## config.mk

```make
export PLATFORM = sky130hd
export DESIGN_NAME = rut_top
export DESIGN_NICKNAME = d
export VERILOG_FILES = /design/src/design/rut_cnt.v /design/src/design/rut_top.v
export VERILOG_INCLUDE_DIRS = /design/src /design/src/design
export SDC_FILE = /design/constraint.sdc
export NUM_CORES = 1
export LEC_CHECK = 0
export BUFFER_PORTS_ARGS = -buffer_cell sky130_fd_sc_hd__buf_2
export CORE_MARGIN = 1.5
export CORE_UTILIZATION = 52
export DETAILED_ROUTE_END_ITERATION = 8
export PLACE_DENSITY = 0.7
export SYNTH_ARGS = -nofsm -noshare
export SYNTH_HDL_FRONTEND = slang
export SYNTH_SLANG_ARGS = --single-unit
```

## constraint.sdc

```tcl
create_clock -name clk_sys_i -period 5.3 [get_ports clk_sys_i]
set_input_delay 0.265 -clock clk_sys_i [delete_from_list [all_inputs] [get_ports clk_sys_i]]
set_output_delay 0.265 -clock clk_sys_i [all_outputs]
set_load 0.005 [all_outputs]
```

## src/design/rut_regs.vh

```
/*
  Register offsets, field positions and reset values of the retirement
  micro-op tagging block. Assumes byte addresses on a 32-bit word port.
*/
`ifndef RUT_REGS_VH
`define RUT_REGS_VH

// ----------------------------------------------------------------------
// Register offsets
// ----------------------------------------------------------------------
`define RUT_OFS_SAMPLE_EN    8'h00
`define RUT_OFS_DIR_MATRIX   8'h04
`define RUT_OFS_UOP_KIND     8'h08
`define RUT_OFS_ADDR_SEL_A   8'h0C
`define RUT_OFS_ADDR_SEL_B   8'h10
`define RUT_OFS_REPLAY_SEL   8'h14
`define RUT_OFS_EXEC_UP      8'h18
`define RUT_OFS_EXEC_DOWN    8'h1C
`define RUT_OFS_CNT_REPLAY   8'h20
`define RUT_OFS_CNT_FE       8'h24
`define RUT_OFS_CNT_EXEC     8'h28

// ----------------------------------------------------------------------
// Reset value of every control register
// ----------------------------------------------------------------------
`define RUT_RST_VAL          32'h0000_0000

// ----------------------------------------------------------------------
// Sampling tag enable fields
// ----------------------------------------------------------------------
`define RUT_SE_L1_MISS       0
`define RUT_SE_L2_MISS       1
`define RUT_SE_DTLB_MISS     2
`define RUT_SE_MOB_REPLAY    9
`define RUT_SE_SPLIT         10
`define RUT_SE_GATE_A        24
`define RUT_SE_GATE_B        25

// ----------------------------------------------------------------------
// Direction matrix and micro-op kind fields
// ----------------------------------------------------------------------
`define RUT_DM_LOADS         0
`define RUT_DM_STORES        1
`define RUT_UK_LOAD_TAG      0
`define RUT_UK_STORE_TAG     1

// ----------------------------------------------------------------------
// Event select fields (address, replay, execution)
// ----------------------------------------------------------------------
`define RUT_ES_EVT_LSB       0
`define RUT_ES_EVT_MSB       5
`define RUT_ES_QUAL_A        8
`define RUT_ES_UNALIGNED     9
`define RUT_ES_SPLIT_LOAD    10
`define RUT_ES_SPLIT_STORE   11
`define RUT_ES_NONSPEC       12
`define RUT_EVT_MOB_REPLAY   6'h03
`define RUT_EVT_LOAD_PORT    6'h04
`define RUT_EVT_STORE_PORT   6'h05

`define RUT_EU_CLASS_LSB     0
`define RUT_EU_CLASS_MSB     2
`define RUT_EU_ALL           4
`define RUT_EU_PORT0         5
`define RUT_EU_PORT2         6
`define RUT_EU_TAG_EN        8
`define RUT_EU_TVAL_LSB      9
`define RUT_EU_TVAL_MSB      12
`define RUT_ED_NONSPEC       0
`define RUT_ED_MASK_LSB      4
`define RUT_ED_MASK_MSB      7

// ----------------------------------------------------------------------
// Execution class codes
// ----------------------------------------------------------------------
`define RUT_CLS_MOVES        3'h7

`endif

```

## src/design/rut_cnt.v

```verilog
/*
  Retirement event counter: counts one per increment pulse, cleared by
  software. Assumes single clock, asynchronous active-low reset.
*/
`timescale 1ns/1ps
`default_nettype none

module rut_cnt #(
  parameter WIDTH = 32
) (
  input  wire             clk_sys_i,
  input  wire             nrst_i,
  input  wire             inc_i,
  input  wire             clr_i,
  output wire [WIDTH-1:0] value_o
);

  reg [WIDTH-1:0] cnt_r;
  reg [WIDTH-1:0] cnt_nxt;

  // ----------------------------------------------------------------------
  // Count; a same-cycle clear and increment load one so no event is lost
  // ----------------------------------------------------------------------
  always @* begin
    cnt_nxt = cnt_r;
    if (clr_i && inc_i) begin
      cnt_nxt = {{(WIDTH-1){1'b0}}, 1'b1};
    end else if (clr_i) begin
      cnt_nxt = {WIDTH{1'b0}};
    end else if (inc_i) begin
      cnt_nxt = cnt_r + {{(WIDTH-1){1'b0}}, 1'b1};
    end
  end

  always @(posedge clk_sys_i or negedge nrst_i) begin
    if (!nrst_i) begin
      cnt_r <= {WIDTH{1'b0}};
    end else begin
      cnt_r <= cnt_nxt;
    end
  end

  assign value_o = cnt_r;

endmodule

`default_nettype wire

```

## src/design/rut_top.v

```verilog
/*
  Retirement micro-op tagging: marks micro-ops at issue with replay,
  front-end and execution tags and counts them at retirement.
  Assumes the pipeline carries the tags from issue to retirement and
  returns them on the retirement port; registers on a simple word port.
*/
`timescale 1ns/1ps
`default_nettype none
`include "rut_regs.vh"

module rut_top #(
  parameter CNT_W = 32
) (
  input  wire             clk_sys_i,
  input  wire             nrst_i,
  input  wire [7:0]       reg_addr_i,
  input  wire [31:0]      reg_wdata_i,
  input  wire             reg_wr_i,
  input  wire             reg_rd_i,
  output reg  [31:0]      reg_rdata_o,
  input  wire             iss_valid_i,
  input  wire             iss_load_i,
  input  wire             iss_store_i,
  input  wire             iss_l1_miss_i,
  input  wire             iss_l2_miss_i,
  input  wire             iss_dtlb_miss_i,
  input  wire             iss_mob_replay_i,
  input  wire             iss_split_i,
  input  wire             iss_io_i,
  input  wire             iss_uncached_i,
  input  wire             iss_locked_i,
  input  wire             iss_return_i,
  input  wire             iss_far_i,
  input  wire             iss_exec_i,
  input  wire [2:0]       iss_class_i,
  input  wire             iss_port0_i,
  input  wire             iss_port2_i,
  output reg              tag_valid_o,
  output reg              tag_replay_o,
  output reg              tag_fe_o,
  output reg              tag_exec_o,
  output reg  [3:0]       tag_value_o,
  input  wire             ret_valid_i,
  input  wire             ret_nonspec_i,
  input  wire             ret_replay_i,
  input  wire             ret_fe_i,
  input  wire             ret_exec_i,
  input  wire [3:0]       ret_value_i,
  input  wire             fp_stack_fault_i
);

  // ----------------------------------------------------------------------
  // Control registers
  // ----------------------------------------------------------------------
  reg  [31:0]      sample_en_r;
  reg  [31:0]      dir_matrix_r;
  reg  [31:0]      uop_kind_r;
  reg  [31:0]      addr_sel_a_r;
  reg  [31:0]      addr_sel_b_r;
  reg  [31:0]      replay_sel_r;
  reg  [31:0]      exec_up_r;
  reg  [31:0]      exec_down_r;
  wire [CNT_W-1:0] cnt_replay;
  wire [CNT_W-1:0] cnt_fe;
  wire [CNT_W-1:0] cnt_exec;

  function wr_hit;
    input [7:0] addr;
    input [7:0] ofs;
    begin
      wr_hit = reg_wr_i && (addr == ofs);
    end
  endfunction

  function [31:0] cnt_word;
    input [CNT_W-1:0] val;
    begin
      cnt_word = 32'h0000_0000;
      cnt_word[CNT_W-1:0] = val;
    end
  endfunction

  always @(posedge clk_sys_i or negedge nrst_i) begin
    if (!nrst_i) begin
      sample_en_r  <= `RUT_RST_VAL;
      dir_matrix_r <= `RUT_RST_VAL;
      uop_kind_r   <= `RUT_RST_VAL;
      addr_sel_a_r <= `RUT_RST_VAL;
      addr_sel_b_r <= `RUT_RST_VAL;
      replay_sel_r <= `RUT_RST_VAL;
      exec_up_r    <= `RUT_RST_VAL;
      exec_down_r  <= `RUT_RST_VAL;
    end else begin
      if (wr_hit(reg_addr_i, `RUT_OFS_SAMPLE_EN)) begin
        sample_en_r <= reg_wdata_i;
      end
      if (wr_hit(reg_addr_i, `RUT_OFS_DIR_MATRIX)) begin
        dir_matrix_r <= reg_wdata_i;
      end
      if (wr_hit(reg_addr_i, `RUT_OFS_UOP_KIND)) begin
        uop_kind_r <= reg_wdata_i;
      end
      if (wr_hit(reg_addr_i, `RUT_OFS_ADDR_SEL_A)) begin
        addr_sel_a_r <= reg_wdata_i;
      end
      if (wr_hit(reg_addr_i, `RUT_OFS_ADDR_SEL_B)) begin
        addr_sel_b_r <= reg_wdata_i;
      end
      if (wr_hit(reg_addr_i, `RUT_OFS_REPLAY_SEL)) begin
        replay_sel_r <= reg_wdata_i;
      end
      if (wr_hit(reg_addr_i, `RUT_OFS_EXEC_UP)) begin
        exec_up_r <= reg_wdata_i;
      end
      if (wr_hit(reg_addr_i, `RUT_OFS_EXEC_DOWN)) begin
        exec_down_r <= reg_wdata_i;
      end
    end
  end

  // ----------------------------------------------------------------------
  // Read port; data stand only in the cycle after the strobe
  // ----------------------------------------------------------------------
  reg [31:0] rd_mux;

  always @* begin
    rd_mux = 32'h0000_0000;
    case (reg_addr_i)
      `RUT_OFS_SAMPLE_EN:  rd_mux = sample_en_r;
      `RUT_OFS_DIR_MATRIX: rd_mux = dir_matrix_r;
      `RUT_OFS_UOP_KIND:   rd_mux = uop_kind_r;
      `RUT_OFS_ADDR_SEL_A: rd_mux = addr_sel_a_r;
      `RUT_OFS_ADDR_SEL_B: rd_mux = addr_sel_b_r;
      `RUT_OFS_REPLAY_SEL: rd_mux = replay_sel_r;
      `RUT_OFS_EXEC_UP:    rd_mux = exec_up_r;
      `RUT_OFS_EXEC_DOWN:  rd_mux = exec_down_r;
      `RUT_OFS_CNT_REPLAY: rd_mux = cnt_word(cnt_replay);
      `RUT_OFS_CNT_FE:     rd_mux = cnt_word(cnt_fe);
      `RUT_OFS_CNT_EXEC:   rd_mux = cnt_word(cnt_exec);
      default:             rd_mux = 32'h0000_0000;
    endcase
  end

  always @(posedge clk_sys_i or negedge nrst_i) begin
    if (!nrst_i) begin
      reg_rdata_o <= 32'h0000_0000;
    end else if (reg_rd_i) begin
      reg_rdata_o <= rd_mux;
    end else begin
      reg_rdata_o <= 32'h0000_0000;
    end
  end

  // ----------------------------------------------------------------------
  // Replay tag at issue
  // ----------------------------------------------------------------------
  wire untaggable = iss_io_i | iss_uncached_i | iss_locked_i | iss_return_i | iss_far_i;
  wire se_gate    = sample_en_r[`RUT_SE_GATE_A] & sample_en_r[`RUT_SE_GATE_B];
  wire dir_ok     = (dir_matrix_r[`RUT_DM_LOADS] & iss_load_i) |
                    (dir_matrix_r[`RUT_DM_STORES] & iss_store_i);
  // MOB and split causes also need the matching event select set up
  wire mob_sel    = (replay_sel_r[`RUT_ES_EVT_MSB:`RUT_ES_EVT_LSB] == `RUT_EVT_MOB_REPLAY) &
                    replay_sel_r[`RUT_ES_QUAL_A] & replay_sel_r[`RUT_ES_UNALIGNED];
  wire split_load_qualifier   = (addr_sel_b_r[`RUT_ES_EVT_MSB:`RUT_ES_EVT_LSB] == `RUT_EVT_LOAD_PORT) &
                    addr_sel_b_r[`RUT_ES_SPLIT_LOAD] & iss_load_i;
  wire split_store_qualifier   = (addr_sel_a_r[`RUT_ES_EVT_MSB:`RUT_ES_EVT_LSB] == `RUT_EVT_STORE_PORT) &
                    addr_sel_a_r[`RUT_ES_SPLIT_STORE] & iss_store_i;
  wire cause      = (sample_en_r[`RUT_SE_L1_MISS] & iss_l1_miss_i) |
                    (sample_en_r[`RUT_SE_L2_MISS] & iss_l2_miss_i) |
                    (sample_en_r[`RUT_SE_DTLB_MISS] & iss_dtlb_miss_i) |
                    (sample_en_r[`RUT_SE_MOB_REPLAY] & iss_mob_replay_i & mob_sel) |
                    (sample_en_r[`RUT_SE_SPLIT] & iss_split_i & (split_load_qualifier | split_store_qualifier));
  wire replay_tag = se_gate & cause & dir_ok & ~untaggable;

  // ----------------------------------------------------------------------
  // Front-end and execution tags at issue
  // ----------------------------------------------------------------------
  wire fe_tag = (uop_kind_r[`RUT_UK_LOAD_TAG] & iss_load_i) |
                (uop_kind_r[`RUT_UK_STORE_TAG] & iss_store_i);

  wire [2:0] up_class = exec_up_r[`RUT_EU_CLASS_MSB:`RUT_EU_CLASS_LSB];
  wire       is_moves = (up_class == `RUT_CLS_MOVES);
  wire       cls_mask = is_moves ?
                        ((exec_up_r[`RUT_EU_PORT0] & iss_port0_i) | (exec_up_r[`RUT_EU_PORT2] & iss_port2_i)) :
                        exec_up_r[`RUT_EU_ALL];
  wire exec_tag = iss_exec_i & (iss_class_i == up_class) & cls_mask & exec_up_r[`RUT_EU_TAG_EN];

  always @(posedge clk_sys_i or negedge nrst_i) begin
    if (!nrst_i) begin
      tag_valid_o  <= 1'b0;
      tag_replay_o <= 1'b0;
      tag_fe_o     <= 1'b0;
      tag_exec_o   <= 1'b0;
      tag_value_o  <= 4'h0;
    end else begin
      tag_valid_o  <= iss_valid_i;
      tag_replay_o <= iss_valid_i & replay_tag;
      tag_fe_o     <= iss_valid_i & fe_tag;
      tag_exec_o   <= iss_valid_i & exec_tag;
      tag_value_o  <= (iss_valid_i & exec_tag) ? exec_up_r[`RUT_EU_TVAL_MSB:`RUT_EU_TVAL_LSB] : 4'h0;
    end
  end

  // ----------------------------------------------------------------------
  // Retirement counting
  // ----------------------------------------------------------------------
  wire ret_ok     = ret_valid_i & ret_nonspec_i;
  wire inc_replay = ret_ok & ret_replay_i & replay_sel_r[`RUT_ES_NONSPEC];
  // Stack fault drops the front-end count; accepted undercount
  wire inc_fe     = ret_ok & ret_fe_i & ~fp_stack_fault_i;
  wire inc_exec   = ret_ok & ret_exec_i & exec_down_r[`RUT_ED_NONSPEC] &
                    (|(ret_value_i & exec_down_r[`RUT_ED_MASK_MSB:`RUT_ED_MASK_LSB]));

  rut_cnt #(
    .WIDTH   (CNT_W)
  ) u_cnt_replay (
    .clk_sys_i (clk_sys_i),
    .nrst_i    (nrst_i),
    .inc_i     (inc_replay),
    .clr_i     (wr_hit(reg_addr_i, `RUT_OFS_CNT_REPLAY)),
    .value_o   (cnt_replay)
  );

  rut_cnt #(
    .WIDTH   (CNT_W)
  ) u_cnt_fe (
    .clk_sys_i (clk_sys_i),
    .nrst_i    (nrst_i),
    .inc_i     (inc_fe),
    .clr_i     (wr_hit(reg_addr_i, `RUT_OFS_CNT_FE)),
    .value_o   (cnt_fe)
  );

  rut_cnt #(
    .WIDTH   (CNT_W)
  ) u_cnt_exec (
    .clk_sys_i (clk_sys_i),
    .nrst_i    (nrst_i),
    .inc_i     (inc_exec),
    .clr_i     (wr_hit(reg_addr_i, `RUT_OFS_CNT_EXEC)),
    .value_o   (cnt_exec)
  );

endmodule

`default_nettype wire

```

==> out/metrics.csv <==
stage,metric,value,unit
synth,Ys Warns,0,
pwr,register share of total power,50.1,%
sta,Max Clk Rate,0.308,GHz
routing,drc violations,0,
placed_design,PortBufs,112,
sta,Setup TNS,0,ps
status,status,"finished, final reports clean",
final_layout,"Design Area, Final",20900,sq um
clock_tree,post-CTS setup repair buffer count,0,
synth,post-synth top area cell,dfrtp_1,
synth,Main synth FF type,dfrtp_1,
global_routing,vias in the first global route,13700,
pwr,P_leak,9.72,nW
sta,unrepaired setup endpoints after global routing,no,
final_layout,fin util,59.1,%
global_routing,first-pass GRT wire length,86.2,mm
clock_tree,Num CTS Buffers,43,
die,num rows,69,
die,chip height,192,microns
synth,synth top area cells,"dfrtp_1 (53%), mux2_2 (16%), nor2_1 (2.2%), mux2i_1 (2.1%), xor2_1 (1.7%)",
routing,vias,14000,
synth,multiplexer area fraction after synthesis,18.8,%
clock_tree,Post-CTS Hold Fix Bufs,2,
synth,syn nets,1636,
synth,main combinational cell family by area after synthesis,multiplexers,
clock_tree,post_cts resized,0,
sta,Final setup viols,0,
routing,Pre-antenna DRT Iters,9,
synth,Synth Area in XOR/XNOR,3.39,%
synth,Synth cell types,66,
placed_design,dpl cell area,19600,sq um
pwr,Switching Fraction,24.1,%
pwr,P_sw,1.55,mW
die,die area,36900,sq um
clock_tree,CTS Buffer Depth,3,
die,Core Area,35400,sq um
synth,top cell type's share of synthesized area,52.8,%
final_layout,area grow syn2layout,12.5,%
global_routing,pin count of the biggest net entering global routing,126,
global_routing,initial antenna violation count,5,
sta,worst slew pin tran,1230,ps
clock_tree,later-pin clock latency in the skew report,550,ps
synth,gate count after technology mapping,1560,
job,MaxCap Viol Count,0,
pwr,power density cells,307,nW/um^2
sta,Final min period,3250,ps
clock_tree,TritonCTS clock tree,done,
final_layout,Nets,1730,
routing,total routed wirelength,56.9,mm
synth,Post-synth EDFFs,0,
clock_tree,CTS H-tree depth,2,
global_routing,Tot GR Track Use,31.6,%
synth,sequential area share after synthesis,52.8,%
worst_hold_path,min-delay worst type,primary input to flip-flop,
routing,Avg WL per Cell,26.5,microns
sta,Rel. slew slack,18.1,%
routing,ANT nets after route,0,
routing,Iteration-0 DRC Markers,1437,
synth,post-synthesis compound-gate area fraction,9.93,%
sta,max-slew violation count,0,
final_layout,layout cell share with drive strength beyond 1,30.6,%
clock_tree,Sink Count,392,
pwr,clock share of power,43.8,%
placed_design,GP Congestion,0.928,
sta,fin crit share,61.3,%
routing,Vias/cell,6.52,
synth,Async SR Flop Fraction,100,%
clock_tree,Clock Root Buffer,clkbuf_16,
clock_tree,CTS clock-pin slew for the worst setup and hold paths,60,ps
die,width of the die,192,microns
worst_setup_path,largest fanout on the critical path,32,
synth,adder-cell area share of the yosys netlist,0.202,%
die,IO Pins,113,
worst_setup_path,CP startpoint kind,primary input,
pwr,P_int,4.87,mW
synth,"flops & latches, synth",392,
global_routing,total grt overflow,0,
pwr,maximum vdd ir drop,0.275,mV
die,Starting Density,52.5,%
sta,Hold Slack,54.4,ps
worst_setup_path,Worst setup EP type,flip-flop,
sta,Clock Skews,20.3,ps
pwr,Gate power share,6.1,%
synth,average cell area after synthesis,11.9,sq um
worst_setup_path,WS Path Type,primary input to flip-flop,
placed_design,hpwl dp,38.0,mm
synth,Mapped Area,18600,sq um
worst_setup_path,WP data arrival,3670,ps
synth,simple-gate share of the synthesized area,12.2,%
sta,final hold vios,0,
worst_setup_path,Worst EP required,5720,ps
## sequential cells by signal (all words and copies together) (netlist names), 4 cells and up
signal,cells
replay_sel_r,32
exec_down_r,32
uop_kind_r,32
exec_up_r,32
u_cnt_exec.value_o,32
u_cnt_replay.value_o,32
tag_value_o,4
reg_rdata_o,32
u_cnt_fe.value_o,32
dir_matrix_r,32
addr_sel_b_r,32
addr_sel_a_r,32
sample_en_r,32
## logic make-up (layout without fill, tap and decap cells)
kind of cell | Yosys count | after routing
AND/OR/NAND/NOR | 415 | 415
flip-flops | 392 | 392
other | 0 | 3
adder cells (fa/ha/maj) | 3 | 3
multiplexers | 310 | 310
AO/OA/AOI/OAI | 263 | 263
buffers and inverters | 105 | 225
XOR/XNOR | 72 | 72
## power by group through the flow
stage / combinational [mW] / clock, mW / sequential (mW)
floorplan: 0.203 / 0 / 3.22
global placement: 0.376 / 0 / 3.26
detailed placement: 0.387 / 0 / 3.27
CTS: 0.390 / 2.84 / 3.21
global route: 0.423 / 2.96 / 3.23
finish: 0.389 / 2.81 / 3.22
## Yosys cell counts (all sizes together) (8+ instances only)
| cell | number |
|---|---|
| a21oi | 60 |
| a221oi | 20 |
| a222oi | 9 |
| a22o | 34 |
| a22oi | 43 |
| a31oi | 17 |
| and2 | 15 |
| and3 | 16 |
| and4 | 10 |
| buf | 54 |
| clkbuf | 43 |
| dfrtp | 392 |
| inv | 8 |
| mux2 | 266 |
| mux2i | 39 |
| nand2 | 86 |
| nand3 | 48 |
| nand4 | 36 |
| nor2 | 110 |
| nor3 | 17 |
| nor4 | 21 |
| nor4b | 10 |
| o21ai | 41 |
| o22ai | 10 |
| or3 | 22 |
| xnor2 | 35 |
| xor2 | 37 |
## metrics by stage
step / setup slack [ps] / power, mW / instances
after detailed placement: 1640 / 3.65 / 2068
after CTS: 2190 / 6.44 / 2141
after floorplan: 3380 / 3.42 / 1560
after global routing: 2100 / 6.61 / 2141
final: 2050 / 6.42 / 2144
after global placement: 1680 / 3.64 / 2068
## cell type report
cell class / count / area, sq um
fill: 2940 / 14500
sequential: 392 / 9810
multi-input combinational: 1063 / 8350
clock buffer: 59 / 1230
timing repair buffer: 146 / 858
tap: 461 / 577
clock inverter: 12 / 63.8
inverter: 8 / 30.0
antenna: 3 / 7.51
## final timing paths
| check | from | endpoint | slack [ps] | cells past startpoint |
|---|---|---|---|---|
| worst min-delay path | iss_far_i | tag_replay_o | 50 | 4 |
| min in group asynchronous | nrst_i | tag_value_o[0] | 330 | 2 |
| max in group asynchronous | nrst_i | dir_matrix_r[29] | 3500 | 3 |
| worst min register to register | addr_sel_b_r[30] | addr_sel_b_r[30] | 500 | 1 |
| worst max-delay path | reg_addr_i[4] | replay_sel_r[14] | 2050 | 4 |
| worst max register to register | u_cnt_fe.value_o[5] | u_cnt_fe.value_o[22] | 2810 | 5 |
## critical path, cell delays in order
cell,delay [ps]
buf_2,540
nor4b_4,980
nand3_2,1200
mux2_2,650
## per-layer routing
layer	wire (microns)	global-route usage [%]
met4	2430	13.2
met2	25500	48.0
met5	23	0
met1	23800	44.1
met3	5150	6.41
## cells in the final DEF, fill, tap and decap left out, types with 10 or more instances in the layout
| master | instances |
|---|---|
| dfrtp_1 | 392 |
| mux2_2 | 264 |
| buf_2 | 110 |
| nor2_1 | 108 |
| nand2_1 | 84 |
| a21oi_1 | 60 |
| nand3_1 | 44 |
| a22oi_1 | 43 |
| clkbuf_16 | 43 |
| o21ai_0 | 41 |
| mux2i_1 | 39 |
| xor2_1 | 37 |
| xnor2_1 | 35 |
| nand4_1 | 34 |
| a22o_1 | 34 |
| buf_4 | 31 |
| or3_1 | 22 |
| a221oi_1 | 20 |
| nor3_1 | 16 |
| a31oi_1 | 16 |
| and3_1 | 16 |
| and2_1 | 13 |
| nor4_2 | 11 |
| clkinv_2 | 11 |
| o22ai_1 | 10 |
| and4_1 | 10 |
(Power assumes the default switching activity.)
